## src/objctl_pkg.sv

```systemverilog
// shared constants and types for the switchgear object controller
package objctl_pkg;
   // clock and documented-free timing defaults
   localparam int unsigned CLK_HZ = 20_000_000;
   localparam int unsigned CYC_PER_MS = CLK_HZ / 1000;
   localparam int unsigned PULSE_MAX_MS = 200;
   localparam int unsigned TIMEOUT_MS = 10_000;
   localparam int unsigned PULSE_MAX_CYC = PULSE_MAX_MS * CYC_PER_MS;
   localparam int unsigned TIMEOUT_CYC = TIMEOUT_MS * CYC_PER_MS;

   // register byte offsets
   localparam logic [7:0] OFS_CTRL = 8'h00;
   localparam logic [7:0] OFS_CMD = 8'h04;
   localparam logic [7:0] OFS_SRC = 8'h08;
   localparam logic [7:0] OFS_OUTSEL = 8'h0c;
   localparam logic [7:0] OFS_PULSE = 8'h10;
   localparam logic [7:0] OFS_TMO = 8'h14;
   localparam logic [7:0] OFS_STAT = 8'h18;
   localparam logic [7:0] OFS_OPN_CNT = 8'h1c;
   localparam logic [7:0] OFS_CLS_CNT = 8'h20;
   localparam logic [7:0] OFS_OPN_FAIL = 8'h24;
   localparam logic [7:0] OFS_CLS_FAIL = 8'h28;
   localparam logic [7:0] OFS_IRQ_STAT = 8'h2c;
   localparam logic [7:0] OFS_IRQ_MASK = 8'h30;

   // control register fields
   localparam int unsigned CTRL_REMOTE = 0;
   localparam int unsigned CTRL_TYPE_LSB = 1;
   localparam int unsigned CTRL_USE_RDY = 3;
   localparam int unsigned CTRL_USE_SYN = 4;
   // command register fields, write-one pulses
   localparam int unsigned CMD_OPEN = 0;
   localparam int unsigned CMD_CLOSE = 1;
   localparam int unsigned CMD_CLR = 2;
   // interrupt status fields
   localparam int unsigned EV_OPEN_FAIL = 0;
   localparam int unsigned EV_CLOSE_FAIL = 1;
   localparam int unsigned EV_BAD_POS = 2;
   localparam int unsigned EV_DONE = 3;
   localparam int unsigned N_EV = 4;

   // reset values
   localparam logic [7:0] CTRL_RST = 8'h04;
   localparam logic [15:0] SRC_RST = 16'h3210;
   localparam logic [7:0] OUTSEL_RST = 8'h10;

   // position, object kind and command sequencer state
   typedef enum logic [1:0] {POS_MID, POS_OPEN, POS_CLOSED, POS_BAD} pos_t;
   typedef enum logic [1:0] {
      GND_DISC, MOTOR_DISC, BREAKER, WD_BREAKER
   } obj_type_t;
   typedef enum logic [1:0] {ST_IDLE, ST_OPENING, ST_CLOSING} cmd_state_t;
endpackage : objctl_pkg

```

## src/object_control.sv

```systemverilog
// switchgear object control with axi4-lite register slave
//
// The address map and the AXI4-Lite interface to the registers were chosen for this implementation.
module object_control #(
   parameter int unsigned PULSE_MAX_DEF = objctl_pkg::PULSE_MAX_CYC,
   parameter int unsigned TIMEOUT_DEF = objctl_pkg::TIMEOUT_CYC,
   parameter int unsigned CNT_W = 16
) (
   input wire logic aclk,
   input wire logic aresetn,
   input wire logic [7:0] awaddr,
   input wire logic awvalid,
   output logic awready,
   input wire logic [31:0] wdata,
   input wire logic [3:0] wstrb,
   input wire logic wvalid,
   output logic wready,
   output logic [1:0] bresp,
   output logic bvalid,
   input wire logic bready,
   input wire logic [7:0] araddr,
   input wire logic arvalid,
   output logic arready,
   output logic [31:0] rdata,
   output logic [1:0] rresp,
   output logic rvalid,
   input wire logic rready,
   input wire logic [7:0] di,
   input wire logic [7:0] lg,
   input wire logic local_open,
   input wire logic local_close,
   input wire logic app_open,
   input wire logic app_close,
   input wire logic ready_in,
   input wire logic sync_in,
   output logic [7:0] dout,
   output logic irq
);
   if (CNT_W < 1 || CNT_W > 32) begin : g_chk
      $error("CNT_W must lie between 1 and 32");
   end

   localparam logic [1:0] RESP_OK = 2'b00;
   localparam logic [1:0] RESP_ERR = 2'b10;

   // pin inputs pass two flops before any logic reads them
   logic [11:0] meta_q;
   logic [11:0] pin_q;
   wire [11:0] pin_raw = {sync_in, ready_in, local_close, local_open, di};
   always_ff @(posedge aclk) begin
      if (!aresetn) begin
         meta_q <= '0;
         pin_q <= '0;
      end else begin
         meta_q <= pin_raw;
         pin_q <= meta_q;
      end
   end
   wire [7:0] di_s = pin_q[7:0];
   wire loc_open_s = pin_q[8];
   wire loc_close_s = pin_q[9];
   wire ready_s = pin_q[10];
   wire sync_s = pin_q[11];

   // configuration registers
   logic [7:0] ctrl_q;
   logic [15:0] src_q;
   logic [7:0] outsel_q;
   logic [31:0] pulse_q;
   logic [31:0] tmo_q;
   logic [3:0] mask_q;
   wire remote_q = ctrl_q[objctl_pkg::CTRL_REMOTE];
   wire use_rdy = ctrl_q[objctl_pkg::CTRL_USE_RDY];
   wire use_syn = ctrl_q[objctl_pkg::CTRL_USE_SYN];
   wire objctl_pkg::obj_type_t obj_type =
      objctl_pkg::obj_type_t'(ctrl_q[objctl_pkg::CTRL_TYPE_LSB +: 2]);
   wire withdrawable = (obj_type == objctl_pkg::WD_BREAKER);

   // position inputs each pick one of sixteen sources
   wire [15:0] src_bus = {lg, di_s};
   wire obj_open_in = src_bus[src_q[3:0]];
   wire obj_close_in = src_bus[src_q[7:4]];
   wire cart_in_in = src_bus[src_q[11:8]];
   wire cart_out_in = src_bus[src_q[15:12]];
   objctl_pkg::pos_t obj_pos;
   objctl_pkg::pos_t cart_raw;
   pos_decode u_obj_pos (
      .open_in(obj_open_in),
      .closed_in(obj_close_in),
      .pos(obj_pos)
   );
   pos_decode u_cart_pos (
      .open_in(cart_out_in),
      .closed_in(cart_in_in),
      .pos(cart_raw)
   );
   // a fixed object has no cart, so its cart status rests at travel
   wire objctl_pkg::pos_t cart_pos =
      withdrawable ? cart_raw : objctl_pkg::POS_MID;
   wire bad_now = (obj_pos == objctl_pkg::POS_BAD) ||
                  (cart_pos == objctl_pkg::POS_BAD);

   // axi write and read decode
   logic awready_q, wready_q, bvalid_q, arready_q, rvalid_q;
   logic [1:0] bresp_q, rresp_q;
   logic [31:0] rdata_q;
   wire wr_take = awready_q && awvalid && wready_q && wvalid;
   wire rd_take = arready_q && arvalid;
   wire [31:0] wmask = {{8{wstrb[3]}}, {8{wstrb[2]}},
                        {8{wstrb[1]}}, {8{wstrb[0]}}};
   wire wr_ctrl = wr_take && awaddr == objctl_pkg::OFS_CTRL;
   wire wr_cmd = wr_take && awaddr == objctl_pkg::OFS_CMD && wstrb[0];
   wire wr_src = wr_take && awaddr == objctl_pkg::OFS_SRC;
   wire wr_outsel = wr_take && awaddr == objctl_pkg::OFS_OUTSEL;
   wire wr_pulse = wr_take && awaddr == objctl_pkg::OFS_PULSE;
   wire wr_tmo = wr_take && awaddr == objctl_pkg::OFS_TMO;
   wire wr_mask = wr_take && awaddr == objctl_pkg::OFS_IRQ_MASK;
   wire rd_irq = rd_take && araddr == objctl_pkg::OFS_IRQ_STAT;
   wire wr_known = wr_ctrl || wr_src || wr_outsel || wr_pulse ||
                   wr_tmo || wr_mask ||
                   (wr_take && awaddr == objctl_pkg::OFS_CMD);

   // command sequencer state
   objctl_pkg::cmd_state_t state_q;
   objctl_pkg::pos_t start_pos_q;
   logic [31:0] tcnt_q;
   logic lo_prev_q, lc_prev_q, ao_prev_q, ac_prev_q;
   wire idle = (state_q == objctl_pkg::ST_IDLE);
   wire changed = !idle && (obj_pos != start_pos_q);
   wire timed_out = !idle && !changed && (tcnt_q + 32'h1 >= tmo_q);
   wire pulse_on = !idle && !changed && (tcnt_q < pulse_q);

   // requests from bus, local pins and application signals
   wire bus_open = wr_cmd && wdata[objctl_pkg::CMD_OPEN] && remote_q;
   wire bus_close = wr_cmd && wdata[objctl_pkg::CMD_CLOSE] && remote_q;
   wire loc_open = loc_open_s && !lo_prev_q && !remote_q;
   wire loc_close = loc_close_s && !lc_prev_q && !remote_q;
   wire app_open_r = app_open && !ao_prev_q;
   wire app_close_r = app_close && !ac_prev_q;
   wire open_req = bus_open || loc_open || app_open_r;
   wire close_req = bus_close || loc_close || app_close_r;
   wire ready_ok = !use_rdy || ready_s;
   wire sync_ok = !use_syn || sync_s;
   wire open_allowed = idle;
   wire close_allowed = idle && ready_ok && sync_ok;
   // opening wins a tie, a safe choice for switchgear
   wire start_open = open_req && open_allowed;
   wire start_close = close_req && !open_req && close_allowed;
   wire fail_open = timed_out && state_q == objctl_pkg::ST_OPENING;
   wire fail_close = timed_out && state_q == objctl_pkg::ST_CLOSING;
   wire clr_stats = wr_cmd && wdata[objctl_pkg::CMD_CLR];

   // sequencer: one command at a time, ended by change or timeout
   always_ff @(posedge aclk) begin
      if (!aresetn) begin
         state_q <= objctl_pkg::ST_IDLE;
         start_pos_q <= objctl_pkg::POS_MID;
         tcnt_q <= '0;
      end else if (idle) begin
         tcnt_q <= '0;
         start_pos_q <= obj_pos;
         if (start_open) state_q <= objctl_pkg::ST_OPENING;
         else if (start_close) state_q <= objctl_pkg::ST_CLOSING;
      end else if (changed || timed_out) begin
         state_q <= objctl_pkg::ST_IDLE;
      end else begin
         tcnt_q <= tcnt_q + 32'h1;
      end
   end

   // edge memories for level request inputs
   always_ff @(posedge aclk) begin
      if (!aresetn) begin
         {lo_prev_q, lc_prev_q, ao_prev_q, ac_prev_q} <= '0;
      end else begin
         {lo_prev_q, lc_prev_q} <= {loc_open_s, loc_close_s};
         {ao_prev_q, ac_prev_q} <= {app_open, app_close};
      end
   end

   // outputs routed to the selected digital output
   wire [7:0] open_bit = 8'h01 << outsel_q[2:0];
   wire [7:0] close_bit = 8'h01 << outsel_q[6:4];
   wire [7:0] dout_d =
      (pulse_on && state_q == objctl_pkg::ST_OPENING) ? open_bit :
      (pulse_on && state_q == objctl_pkg::ST_CLOSING) ? close_bit :
      8'h00;
   logic [7:0] dout_q;
   always_ff @(posedge aclk) begin
      if (!aresetn) dout_q <= '0;
      else dout_q <= dout_d;
   end
   assign dout = dout_q;

   // statistics; a request in the clearing cycle still counts once
   logic [CNT_W-1:0] opn_q, cls_q, opnf_q, clsf_q;
   wire [CNT_W-1:0] one = CNT_W'(1);
   always_ff @(posedge aclk) begin
      if (!aresetn || clr_stats) begin
         opn_q <= start_open ? one : '0;
         cls_q <= start_close ? one : '0;
         opnf_q <= fail_open ? one : '0;
         clsf_q <= fail_close ? one : '0;
      end else begin
         if (start_open) opn_q <= opn_q + one;
         if (start_close) cls_q <= cls_q + one;
         if (fail_open) opnf_q <= opnf_q + one;
         if (fail_close) clsf_q <= clsf_q + one;
      end
   end

   // sticky events, cleared by reading; a new event beats the clear
   logic [3:0] irq_stat_q;
   logic bad_prev_q;
   logic irq_q;
   wire [3:0] ev;
   assign ev[objctl_pkg::EV_OPEN_FAIL] = fail_open;
   assign ev[objctl_pkg::EV_CLOSE_FAIL] = fail_close;
   assign ev[objctl_pkg::EV_BAD_POS] = bad_now && !bad_prev_q;
   assign ev[objctl_pkg::EV_DONE] = changed;
   wire [3:0] irq_stat_d = (rd_irq ? 4'h0 : irq_stat_q) | ev;
   always_ff @(posedge aclk) begin
      if (!aresetn) begin
         irq_stat_q <= '0;
         bad_prev_q <= 1'b0;
         irq_q <= 1'b0;
      end else begin
         irq_stat_q <= irq_stat_d;
         bad_prev_q <= bad_now;
         irq_q <= |(irq_stat_d & mask_q);
      end
   end
   assign irq = irq_q;

   // configuration writes honour byte strobes
   wire [31:0] ctrl_w = ({24'h0, ctrl_q} & ~wmask) | (wdata & wmask);
   wire [31:0] src_w = ({16'h0, src_q} & ~wmask) | (wdata & wmask);
   wire [31:0] outs_w = ({24'h0, outsel_q} & ~wmask) | (wdata & wmask);
   wire [31:0] pulse_w = (pulse_q & ~wmask) | (wdata & wmask);
   wire [31:0] tmo_w = (tmo_q & ~wmask) | (wdata & wmask);
   always_ff @(posedge aclk) begin
      if (!aresetn) begin
         ctrl_q <= objctl_pkg::CTRL_RST;
         src_q <= objctl_pkg::SRC_RST;
         outsel_q <= objctl_pkg::OUTSEL_RST;
         pulse_q <= 32'(PULSE_MAX_DEF);
         tmo_q <= 32'(TIMEOUT_DEF);
         mask_q <= '0;
      end else begin
         if (wr_ctrl) ctrl_q <= {3'h0, ctrl_w[4:0]};
         if (wr_src) src_q <= src_w[15:0];
         if (wr_outsel) outsel_q <= {1'b0, outs_w[6:4], 1'b0, outs_w[2:0]};
         if (wr_pulse) pulse_q <= pulse_w;
         if (wr_tmo) tmo_q <= tmo_w;
         if (wr_mask && wstrb[0]) mask_q <= wdata[3:0];
      end
   end

   // read selection
   wire [31:0] stat_w = {23'h0, !idle, sync_s, ready_s, close_allowed,
                         open_allowed, cart_pos, obj_pos};
   wire [7:0] ra = araddr;
   wire rd_known = ra == objctl_pkg::OFS_CTRL || ra == objctl_pkg::OFS_CMD ||
                   ra == objctl_pkg::OFS_SRC || ra == objctl_pkg::OFS_OUTSEL ||
                   ra == objctl_pkg::OFS_PULSE || ra == objctl_pkg::OFS_TMO ||
                   ra == objctl_pkg::OFS_STAT ||
                   ra == objctl_pkg::OFS_OPN_CNT ||
                   ra == objctl_pkg::OFS_CLS_CNT ||
                   ra == objctl_pkg::OFS_OPN_FAIL ||
                   ra == objctl_pkg::OFS_CLS_FAIL ||
                   ra == objctl_pkg::OFS_IRQ_STAT ||
                   ra == objctl_pkg::OFS_IRQ_MASK;
   wire [31:0] rd_word =
      ra == objctl_pkg::OFS_CTRL ? {24'h0, ctrl_q} :
      ra == objctl_pkg::OFS_SRC ? {16'h0, src_q} :
      ra == objctl_pkg::OFS_OUTSEL ? {24'h0, outsel_q} :
      ra == objctl_pkg::OFS_PULSE ? pulse_q :
      ra == objctl_pkg::OFS_TMO ? tmo_q :
      ra == objctl_pkg::OFS_STAT ? stat_w :
      ra == objctl_pkg::OFS_OPN_CNT ? 32'(opn_q) :
      ra == objctl_pkg::OFS_CLS_CNT ? 32'(cls_q) :
      ra == objctl_pkg::OFS_OPN_FAIL ? 32'(opnf_q) :
      ra == objctl_pkg::OFS_CLS_FAIL ? 32'(clsf_q) :
      ra == objctl_pkg::OFS_IRQ_STAT ? {28'h0, irq_stat_q} :
      ra == objctl_pkg::OFS_IRQ_MASK ? {28'h0, mask_q} : 32'h0;

   // axi handshakes: address and data are taken together
   always_ff @(posedge aclk) begin
      if (!aresetn) begin
         {awready_q, wready_q, bvalid_q, arready_q, rvalid_q} <= '0;
         bresp_q <= RESP_OK;
         rresp_q <= RESP_OK;
         rdata_q <= '0;
      end else begin
         awready_q <= !awready_q && !bvalid_q && awvalid && wvalid;
         wready_q <= !awready_q && !bvalid_q && awvalid && wvalid;
         if (wr_take) begin
            bvalid_q <= 1'b1;
            bresp_q <= wr_known ? RESP_OK : RESP_ERR;
         end else if (bready) begin
            bvalid_q <= 1'b0;
         end
         arready_q <= !arready_q && !rvalid_q && arvalid;
         if (rd_take) begin
            rvalid_q <= 1'b1;
            rdata_q <= rd_word;
            rresp_q <= rd_known ? RESP_OK : RESP_ERR;
         end else if (rready) begin
            rvalid_q <= 1'b0;
         end
      end
   end
   assign awready = awready_q;
   assign wready = wready_q;
   assign bvalid = bvalid_q;
   assign bresp = bresp_q;
   assign arready = arready_q;
   assign rvalid = rvalid_q;
   assign rdata = rdata_q;
   assign rresp = rresp_q;
endmodule : object_control

```

## src/pos_decode.sv

```systemverilog
// two-contact position decoder
module pos_decode (
   input wire logic open_in,
   input wire logic closed_in,
   output objctl_pkg::pos_t pos
);
   // both low is travel, both high is a contact fault
   assign pos = (open_in && closed_in) ? objctl_pkg::POS_BAD :
                open_in ? objctl_pkg::POS_OPEN :
                closed_in ? objctl_pkg::POS_CLOSED :
                objctl_pkg::POS_MID;
endmodule : pos_decode

```

## config.mk

```make
export PLATFORM = sky130hd
export DESIGN_NAME = object_control
export DESIGN_NICKNAME = d
export VERILOG_FILES = /design/src/objctl_pkg.sv /design/src/object_control.sv /design/src/pos_decode.sv
export SDC_FILE = /design/constraint.sdc
export NUM_CORES = 1
export LEC_CHECK = 0
export BUFFER_PORTS_ARGS = -buffer_cell sky130_fd_sc_hd__buf_2
export CAP_MARGIN = 20
export CELL_PAD_IN_SITES_DETAIL_PLACEMENT = 1
export CELL_PAD_IN_SITES_GLOBAL_PLACEMENT = 1
export CORE_UTILIZATION = 50
export CTS_BUF_LIST = sky130_fd_sc_hd__clkbuf_8
export CTS_CLUSTER_SIZE = 12
export DETAILED_ROUTE_END_ITERATION = 7
export HOLD_SLACK_MARGIN = 0.1
export PLACE_DENSITY = 0.88
export SLEW_MARGIN = 40
export SYNTH_ARGS = -nofsm -noshare
export SYNTH_HDL_FRONTEND = slang
export SYNTH_SLANG_ARGS = --single-unit
```

## constraint.sdc

```tcl
create_clock -name aclk -period 6.8 [get_ports aclk]
set_input_delay 0.68 -clock aclk [delete_from_list [all_inputs] [get_ports aclk]]
set_output_delay 0.68 -clock aclk [all_outputs]
set_load 0.01 [all_outputs]
```

**After elaboration in Yosys (flattened, before gate mapping)**

Cells that the tools add are included.

- Word-level logic and storage cells: 237
- Output and inout bits: 50
- Flip-flop bits (word level): 277
- Input port bits: 81

- Add/sub/neg operators: 5
- Bitwise logic cells: 15
- Shifts and indexed selects: 2
- Eq/ne operators: 25
- Order comparisons: 6
- Reductions and logical operators: 102
- Mux-type cells: 52

Operator list:

| cell | number |
|---|---|
| $mux W16 | 13 |
| $mux W32 | 5 |
| $and A32 B32 Y32 | 3 |
| $add A16 B1 Y16 const B | 4 |
| $or A32 B32 Y32 | 2 |
| $eq A8 B5 Y1 const B | 6 |
| $eq A8 B6 Y1 const B | 6 |
| $logic_and A1 B1 Y1 | 46 |
| $add A32 B1 Y32 const B | 1 |
| $eq A8 B4 Y1 const B | 4 |
| $ge A32 B32 Y1 | 1 |
| $lt A32 B32 Y1 | 1 |
| $not A32 Y32 | 1 |
| $logic_or A1 B1 Y1 | 27 |
| $mux W2 | 13 |
| $lt A4 B5 Y1 const B | 4 |
| $and A16 B16 Y16 | 1 |
| $bmux W1 S4 | 4 |
| $eq A8 B3 Y1 const B | 2 |
| $logic_not A1 Y1 | 16 |
| $logic_not A8 Y1 | 2 |
| $mux W8 | 2 |
| $or A16 B16 Y16 | 1 |
| $shl A1 B3 Y8 const A | 2 |
| other kinds (18) | 40 |

**Depth between registers and ports, before layout**

Gate-level depths: netlist (run 1).

- Depth after elaboration: 15
- Gate-level depth with buffers: 17
- Gate-level depth less buffers: 15

**Cells and area by module**

From an unflattened synthesis (run 1), not the netlist that was laid out.

- Cells, all modules: 1690
- Area total of the unflattened synthesis: 15133.3 um2

By module, submodules not included:

| module | instances | cells an instance | area an instance (um2) | sequential area each (um2) |
|---|---|---|---|---|
| object_control | 1 | 1686 | 15118.2 | 6145.9 |
| pos_decode | 2 | 2 | 7.5 | 0.0 |

**Worst setup path before layout (run 1)**

OpenSTA, ideal clock, no wires.

- Path kind: register -> register
- Start point: register tcnt_q[0]
- End point: register clsf_q[0] (enable)
- Stages on the path, launching flop included: 17
- Data required time: 6.389 ns
- Path slack: 2.139 ns
- Period minus slack after synthesis: 4.661 ns
- Library setup time: 0.411 ns
- Data arrival time: 4.250 ns
- Path buffers: 3
- Path through: dfxtp_1 > ha_1 > nand3_2 > nor2_1 > and4_2 > buf_2 > and4_1 > and3_1 > xor2_1 > ha_1 > and4_1 > nand4_1 > o21ai_2 > buf_6 > buf_4 > nand2_1 > o21ai_0

- Word-level cells in the longest chain between the ends: 5

Ends and longest elaborated chain:

| element | line | RTL |
|---|---|---|
| start, declared | object_control.sv:126 | `logic [31:0] tcnt_q;` |
| start signal, assigned | object_control.sv:167 | `tcnt_q <= tcnt_q + 32'h1;` |
| $add A32 B1 Y32 | object_control.sv:130 | `wire timed_out = !idle && !changed && (tcnt_q + 32'h1 >= tmo_q);` |
| $ge A32 B32 Y1 | object_control.sv:130 |  |
| $logic_and A1 B1 Y1 | object_control.sv:130 |  |
| $logic_and A1 B1 Y1 | object_control.sv:150 | `wire fail_close = timed_out && state_q == objctl_pkg::ST_CLOSING;` |
| $reduce_bool A2 Y1 (no source line) | n/a |  |
| end signal, assigned | object_control.sv:203 | `clsf_q <= fail_close ? one : '0;` |
| end signal, assigned | object_control.sv:208 | `if (fail_close) clsf_q <= clsf_q + one;` |
| end, declared | object_control.sv:196 | `logic [CNT_W-1:0] opn_q, cls_q, opnf_q, clsf_q;` |

No other way between the ends.
A chain may end at the register's enable or synchronous reset.

**Worst setup path after layout (run 1)**

- Start point: register tcnt_q[11]
- End point: register tcnt_q[2]

- Word-level cells in the longest chain between the ends: 4

Ends and longest elaborated chain:

| element | line | RTL |
|---|---|---|
| $add A32 B1 Y32 | object_control.sv:130 |  |
| $ge A32 B32 Y1 | object_control.sv:130 |  |
| $logic_and A1 B1 Y1 | object_control.sv:130 |  |
| $logic_or A1 B1 Y1 | object_control.sv:164 | `end else if (changed \|\| timed_out) begin` |

No other way between the ends.

==> results.tsv, run 1 <==
metric	value	unit
hp-class	input port to register	
grt_pass1_vias	13700	
synth_edf_count	64	
final-seq-area	6150	sq um
p_sw	963	uW
yosysTopAreaCell	dfxtp_1	
cp_cell_sequence	nand4_1 -> nor4_2 -> nand4_1 -> or2_1 -> nor2_1 -> xor2_1 -> ha_1 -> a21oi_1 -> o21ai_0 -> a221o_1 -> a31oi_1 -> o21a_1 -> buf_4 -> a31oi_1 -> a41o_1	
fillCellCount	3477	
clock_latency	0.59	ns
cts_buffers	48	
syn-mean-instance-area	9.26	sq um
async_flop_share	0	%
synth_top_cell_area_share	27.8	%
drc	0	
critPathKind	register to register	
dr.pass1.iters	6	
ir_drop	188	uV
power_leakage	0.00685	uW
worst_slew_pin_slew	0.885	ns
pwr-share-seq	49.5	%
ant_nets	0	
antenna_found_initial	1	
ys_dominant_reg_cell	dfxtp_1	
slowest_stage	o21a_1	
dp_slack	2.08	ns
ys_warn_count	0	
place_congestion	0.932	
core	29800	sq um
worstPathArrival	5.27	ns
fin_worst_skew	0.0382	ns
min_period	4.81	ns
cts_buffer_depth	3	
synthCells	1641	
gr-total-overflow	0	
area_growth	12.2	%
outcome	complete, no violations	
hold_violations	0	
vias_per_cell	6.21	
dp_hpwl	36.1	mm
num_rows	63	
tritoncts	done	
grt_max_degree	70	
routed_wl	50.1	mm
multi_input_area	8390	sq um
clkPwrFrac	43.2	%
yosysMostFrequentCell	dfxtp_1	
max_freq	0.208	GHz
cts_hold_buf	0	
setup_slack	1.99	ns
drtIter0Drc	1055	
internal_power	2680	uW
clockRootBuffer	clkbuf_8	
critPathMaxFanout	25	
synth_area_leaders	dfxtp_1 (28%), edfxtp_1 (13%), ha_1 (5.6%), mux2i_1 (5.0%), nand2_1 (4.4%)	
netlist_area	15200	sq um
cp_num_buf_inv	1	
drive_gt1_share	15.0	%
relSlewSlack	40.7	%
fin_tns_setup	0	ns
cts-resized-gates	0	
cts_sinks	275	
dr_total_vias	13500	
start_kind	register	
grt.total_usage	32.5	%
ys_seq_area_share	40.5	%
ys_top_cells_by_count	dfxtp_1 (211), nand2_1 (177), nor2_1 (128)	
cp_data_required_time	7.26	ns
swShare	26.4	%
drv_cap	0	
r2r_slack	1.99	ns
die_area	31100	sq um
setup_violations	0	
p_comb_share	7.3	%
io_pins	131	
chipHeight	176	microns
crit_family	compound AO/OA/AOI/OAI gates	
fin_crit_sh	70.8	%
rsz0062_at_grt	false	
nets	1899	
slowest_delay	0.52	ns
clkTransAtPathRegs	0.07	ns
synth_cell_type_count	79	
grt_pass1_wl	78.2	mm
die_w	176	microns
port_buffers	128	
power_density	214	nW/um^2
start_util	51.0	%
synth_seq_cells	275	
post_drt_wl_per_cell	23.0	microns
cp-end-kind	register	
diodes	0	
cts_max_level	2	
cts_setup_buffers	0	
final_max_slew_viol_count	0	
==> cell type report <==
class                           count  area share [%]
Clock buffer                       61            4.92
Clock inverter                     26           0.888
Inverter                           73            1.61
Multi-Input combinational cell   1209            49.2
Sequential cell                   275            36.0
Tap cell                          390            2.86
Timing Repair Buffer              143            4.43
==> kinds of logic after synthesis <==
group | share of synthesized area, %
simple gates | 21.6
compound gates | 15.0
flops | 40.5
buf+inv | 4.46
mux | 7.77
xor+xnor | 5.07
fa+ha+maj | 5.60
other cells | 0.0247
==> through the flow <==
| step | std cells | total power [uW] | util [%] | hold WS (ns) | area [sq um] |
|---|---|---|---|---|---|
| after CTS | 2177 | 3650 | 57.2 | 0.276 | 17000 |
| after detailed placement | 2090 | 2090 | 53.8 | 0.427 | 16000 |
| after floorplan | 1642 | 1970 | - | 0.412 | 15200 |
| after global placement | 2090 | 2070 | 53.8 | 0.414 | 16000 |
| final | 2177 | 3640 | 57.2 | 0.295 | 17000 |
| after global routing | 2177 | 3760 | 57.2 | 0.289 | 17000 |
==> layout by cell type, fill, tap and decap left out, drive strengths merged, types with 6 or more instances in the layout <==
master,n
a21boi,27
a21o,16
a21oi,56
a221o,7
a221oi,25
a22o,9
a22oi,33
a31oi,24
a41o,17
and2,69
and3,34
and4,6
buf,143
clkbuf,61
clkinv,11
dfxtp,211
edfxtp,64
ha,68
inv,87
mux2i,77
mux4,17
nand2,177
nand2b,10
nand3,54
nand4,25
nor2,128
nor2b,73
nor3,22
nor4,7
o211ai,17
o21ai,42
o31ai,13
or4,10
xnor2,42
xor2,46
==> metal layers <==
layer  track usage (%)  up-vias  routed length [microns]
met4              14.9        0                     2090
li1                  -     6133                        -
met2              51.6      592                    23000
met1              42.7     6660                    21100
met3              6.22      144                     3820
met5                 0        -                        0
==> power by group through the flow <==
stage                     clock network (uW)  registers, uW  logic, uW
after floorplan                            0           1810        168
after global placement                     0           1830        245
after detailed placement                   0           1830        258
after CTS                               1590           1800        263
after global routing                    1670           1810        288
final                                   1570           1800        266
==> path summary, 6_finish.rpt <==
kind,startpoint,to,cells after the start
worst max-delay path,tcnt_q[11]$_SDFFE_PP0N_,tcnt_q[2]$_SDFFE_PP0N_,15
worst min-delay path,di[2],meta_q[2]$_SDFF_PN0_,2
worst max register to register,tcnt_q[11]$_SDFFE_PP0N_,tcnt_q[2]$_SDFFE_PP0N_,15
worst min register to register,meta_q[8]$_SDFF_PN0_,pin_q[8]$_SDFF_PN0_,1
==> worst reg2reg max path: cells and delay by family (launching register included) <==
kind,cells,cell delay (ns)
buffers and inverters,1,0.40
AOI/OAI and AO/OA,7,1.76
DFF,1,0.51
xor gates and xnor gates,1,0.20
adders and majority gates,1,0.28
and+or+nand+nor,5,1.54
(Power assumes the default switching activity.)
==> run 2: changes to the inputs <==
--- a/config.mk
+++ b/config.mk
@@ -9,12 +9,12 @@
 export CAP_MARGIN = 20
 export CELL_PAD_IN_SITES_DETAIL_PLACEMENT = 1
 export CELL_PAD_IN_SITES_GLOBAL_PLACEMENT = 1
-export CORE_UTILIZATION = 50
+export CORE_UTILIZATION = 43
 export CTS_BUF_LIST = sky130_fd_sc_hd__clkbuf_8
 export CTS_CLUSTER_SIZE = 12
 export DETAILED_ROUTE_END_ITERATION = 7
 export HOLD_SLACK_MARGIN = 0.1
-export PLACE_DENSITY = 0.88
+export PLACE_DENSITY = 0.81
 export SLEW_MARGIN = 40
 export SYNTH_ARGS = -nofsm -noshare
 export SYNTH_HDL_FRONTEND = slang
==> constraint.sdc (replaced) <==
create_clock -name aclk -period 4.05 [get_ports aclk]
set_input_delay 0.405 -clock aclk [delete_from_list [all_inputs] [get_ports aclk]]
set_output_delay 0.405 -clock aclk [all_outputs]
set_load 0.01 [all_outputs]
==> results.tsv, run 2 (same netlist as run 1, synthesis figures left out) <==
metric	value	unit
gr-total-overflow	0	
ir_drop	240	uV
clock_latency	0.61	ns
antenna_found_initial	0	
start_util	43.9	%
place_congestion	0.922	
routed_wl	51.0	mm
post_drt_wl_per_cell	21.9	microns
drive_gt1_share	17.5	%
cp-end-kind	register	
fin_worst_skew	0.0233	ns
nets	1982	
critPathMaxFanout	17	
tritoncts	done	
grt.total_usage	28.2	%
wl_met2	22.9	mm
max_freq	0.257	GHz
cts_sinks	275	
grt_max_degree	111	
worst_slew_pin_slew	0.911	ns
grt_pass1_vias	14400	
vias_per_cell	5.90	
relSlewSlack	39.0	%
cp_data_required_time	4.56	ns
power_leakage	0.00728	uW
ant_nets	0	
m1WireLength	22.3	mm
setup_violations	0	
r2r_slack	0.16	ns
outcome	complete, no violations	
core	34600	sq um
dr.pass1.iters	5	
fillCellCount	3946	
io_pins	131	
grt_pass1_wl	79.4	mm
num_rows	68	
hp-class	input port to register	
hold_start	wdata[15]	
area_growth	18.6	%
fin_util	52.0	%
critPathKind	register to register	
dr_total_vias	13700	
die_area	36100	sq um
clkTransAtPathRegs	0.06	ns
hold_depth	3	
cts_buffer_depth	3	
dp_hpwl	36.5	mm
final_max_slew_viol_count	0	
start_kind	register	
top_layer_used	met4	
cts_buffers	49	
fin_crit_sh	96.0	%
r2r-end	tcnt_q[22]$_SDFFE_PP0N_	
drv_cap	0	
final-seq-area	6150	sq um
r2r-start	tcnt_q[17]$_SDFFE_PP0N_	
power_density	348	nW/um^2
worstPathArrival	4.40	ns
rr_worst_depth	14	
clockRootBuffer	clkbuf_8	
diodes	0	
min_period	3.89	ns
drtIter0Drc	830	
chipHeight	190	microns
layout_commonest_cell	dfxtp_1	
final_cell_mix	dfxtp_1 (205), nand2_1 (174), buf_2 (127)	
wl_met3	3.42	mm
fin_tns_setup	0	ns
multi_input_area	8480	sq um
drc	0	
cts_max_level	2	
port_buffers	128	
die_w	190	microns
hold_violations	0	
==> run 2: changes by cell type in the layout (fill, tap and decap cells not counted), sizes merged <==
| cell | previous run | this run |
|---|---|---|
| buf | 143 | 184 |
| clkinv | 11 | 14 |
| dlygate4sd3 | 0 | 41 |
| inv | 87 | 83 |
| bufinv | 1 | 3 |
| clkbuf | 61 | 60 |
| clkinvlp | 0 | 1 |
==> run 2: per-stage QoR <==
step	cell area, sq um	hold slack, ns	power, uW	setup WS [ns]	instances
after CTS	17900	0.106	6300	0.00987	2323
after global routing	18000	0.114	6500	-0.00676	2325
after global placement	16400	0.413	3490	0.155	2193
final	18000	0.131	6270	0.160	2325
after detailed placement	16400	0.419	3510	-0.0960	2193
after floorplan	15200	0.412	3320	-0.182	1642
==> run 2: worst max path at each step <==
stage,depth (start not counted),end,start,slack (ns)
global route,14,tcnt_q[13]$_SDFFE_PP0N_,tcnt_q[10]$_SDFFE_PP0N_,-0.007
CTS,15,tcnt_q[22]$_SDFFE_PP0N_,tcnt_q[2]$_SDFFE_PP0N_,0.01
global placement,14,tcnt_q[12]$_SDFFE_PP0N_,tcnt_q[15]$_SDFFE_PP0N_,0.16
finish,14,tcnt_q[22]$_SDFFE_PP0N_,tcnt_q[17]$_SDFFE_PP0N_,0.16
floorplan,16,clsf_q[0]$_DFFE_PP_,tcnt_q[0]$_SDFFE_PP0N_,-0.18
detailed placement,15,tcnt_q[13]$_SDFFE_PP0N_,tcnt_q[15]$_SDFFE_PP0N_,-0.1
==> run 2: layer usage <==
metal	global-route usage (%)	vias to the layer above
li1	-	6287
met1	36.3	6780
met2	45.3	529
met3	5.52	130
met4	12.9	0
met5	0	-
==> run 2: final cells by class <==
| class | instances | share of cell area, % |
|---|---|---|
| clock buffers | 60 | 4.58 |
| clock inverters | 28 | 1.13 |
| inverters | 73 | 1.52 |
| multi-input cells | 1209 | 47.1 |
| flip-flops and latches | 275 | 34.2 |
| well taps | 455 | 3.16 |
| repair buffers | 225 | 8.36 |
==> run 2: critical path, cell delays in order (launching register included) <==
cell,delay [ns]
dfxtp_1,0.35
nand2_1,0.10
nor4_4,0.33
nand4_1,0.25
nor4_4,0.39
xor2_1,0.20
ha_1,0.27
a21o_1,0.19
a21o_1,0.17
a221o_1,0.39
a31oi_4,0.21
o21ai_4,0.13
buf_12,0.17
or4_1,0.49
a21oi_1,0.17
==> run 2: power breakdown <==
| group | internal, uW | total [uW] | switching (uW) |
|---|---|---|---|
| Clock | 1530 | 2770 | 1240 |
| Sequential | 2910 | 3020 | 113 |
| Combinational | 192 | 481 | 290 |
| Total | 4630 | 6270 | 1640 |
==> run 2: what timing repair did <==
action,CTS,global route
gates cloned,0,0
hold endpoints to repair,57,0
pin swaps,2,7
hold buffers,41,0
gates resized for setup,5,18
setup endpoints to repair,45,43
setup buffers,1,2
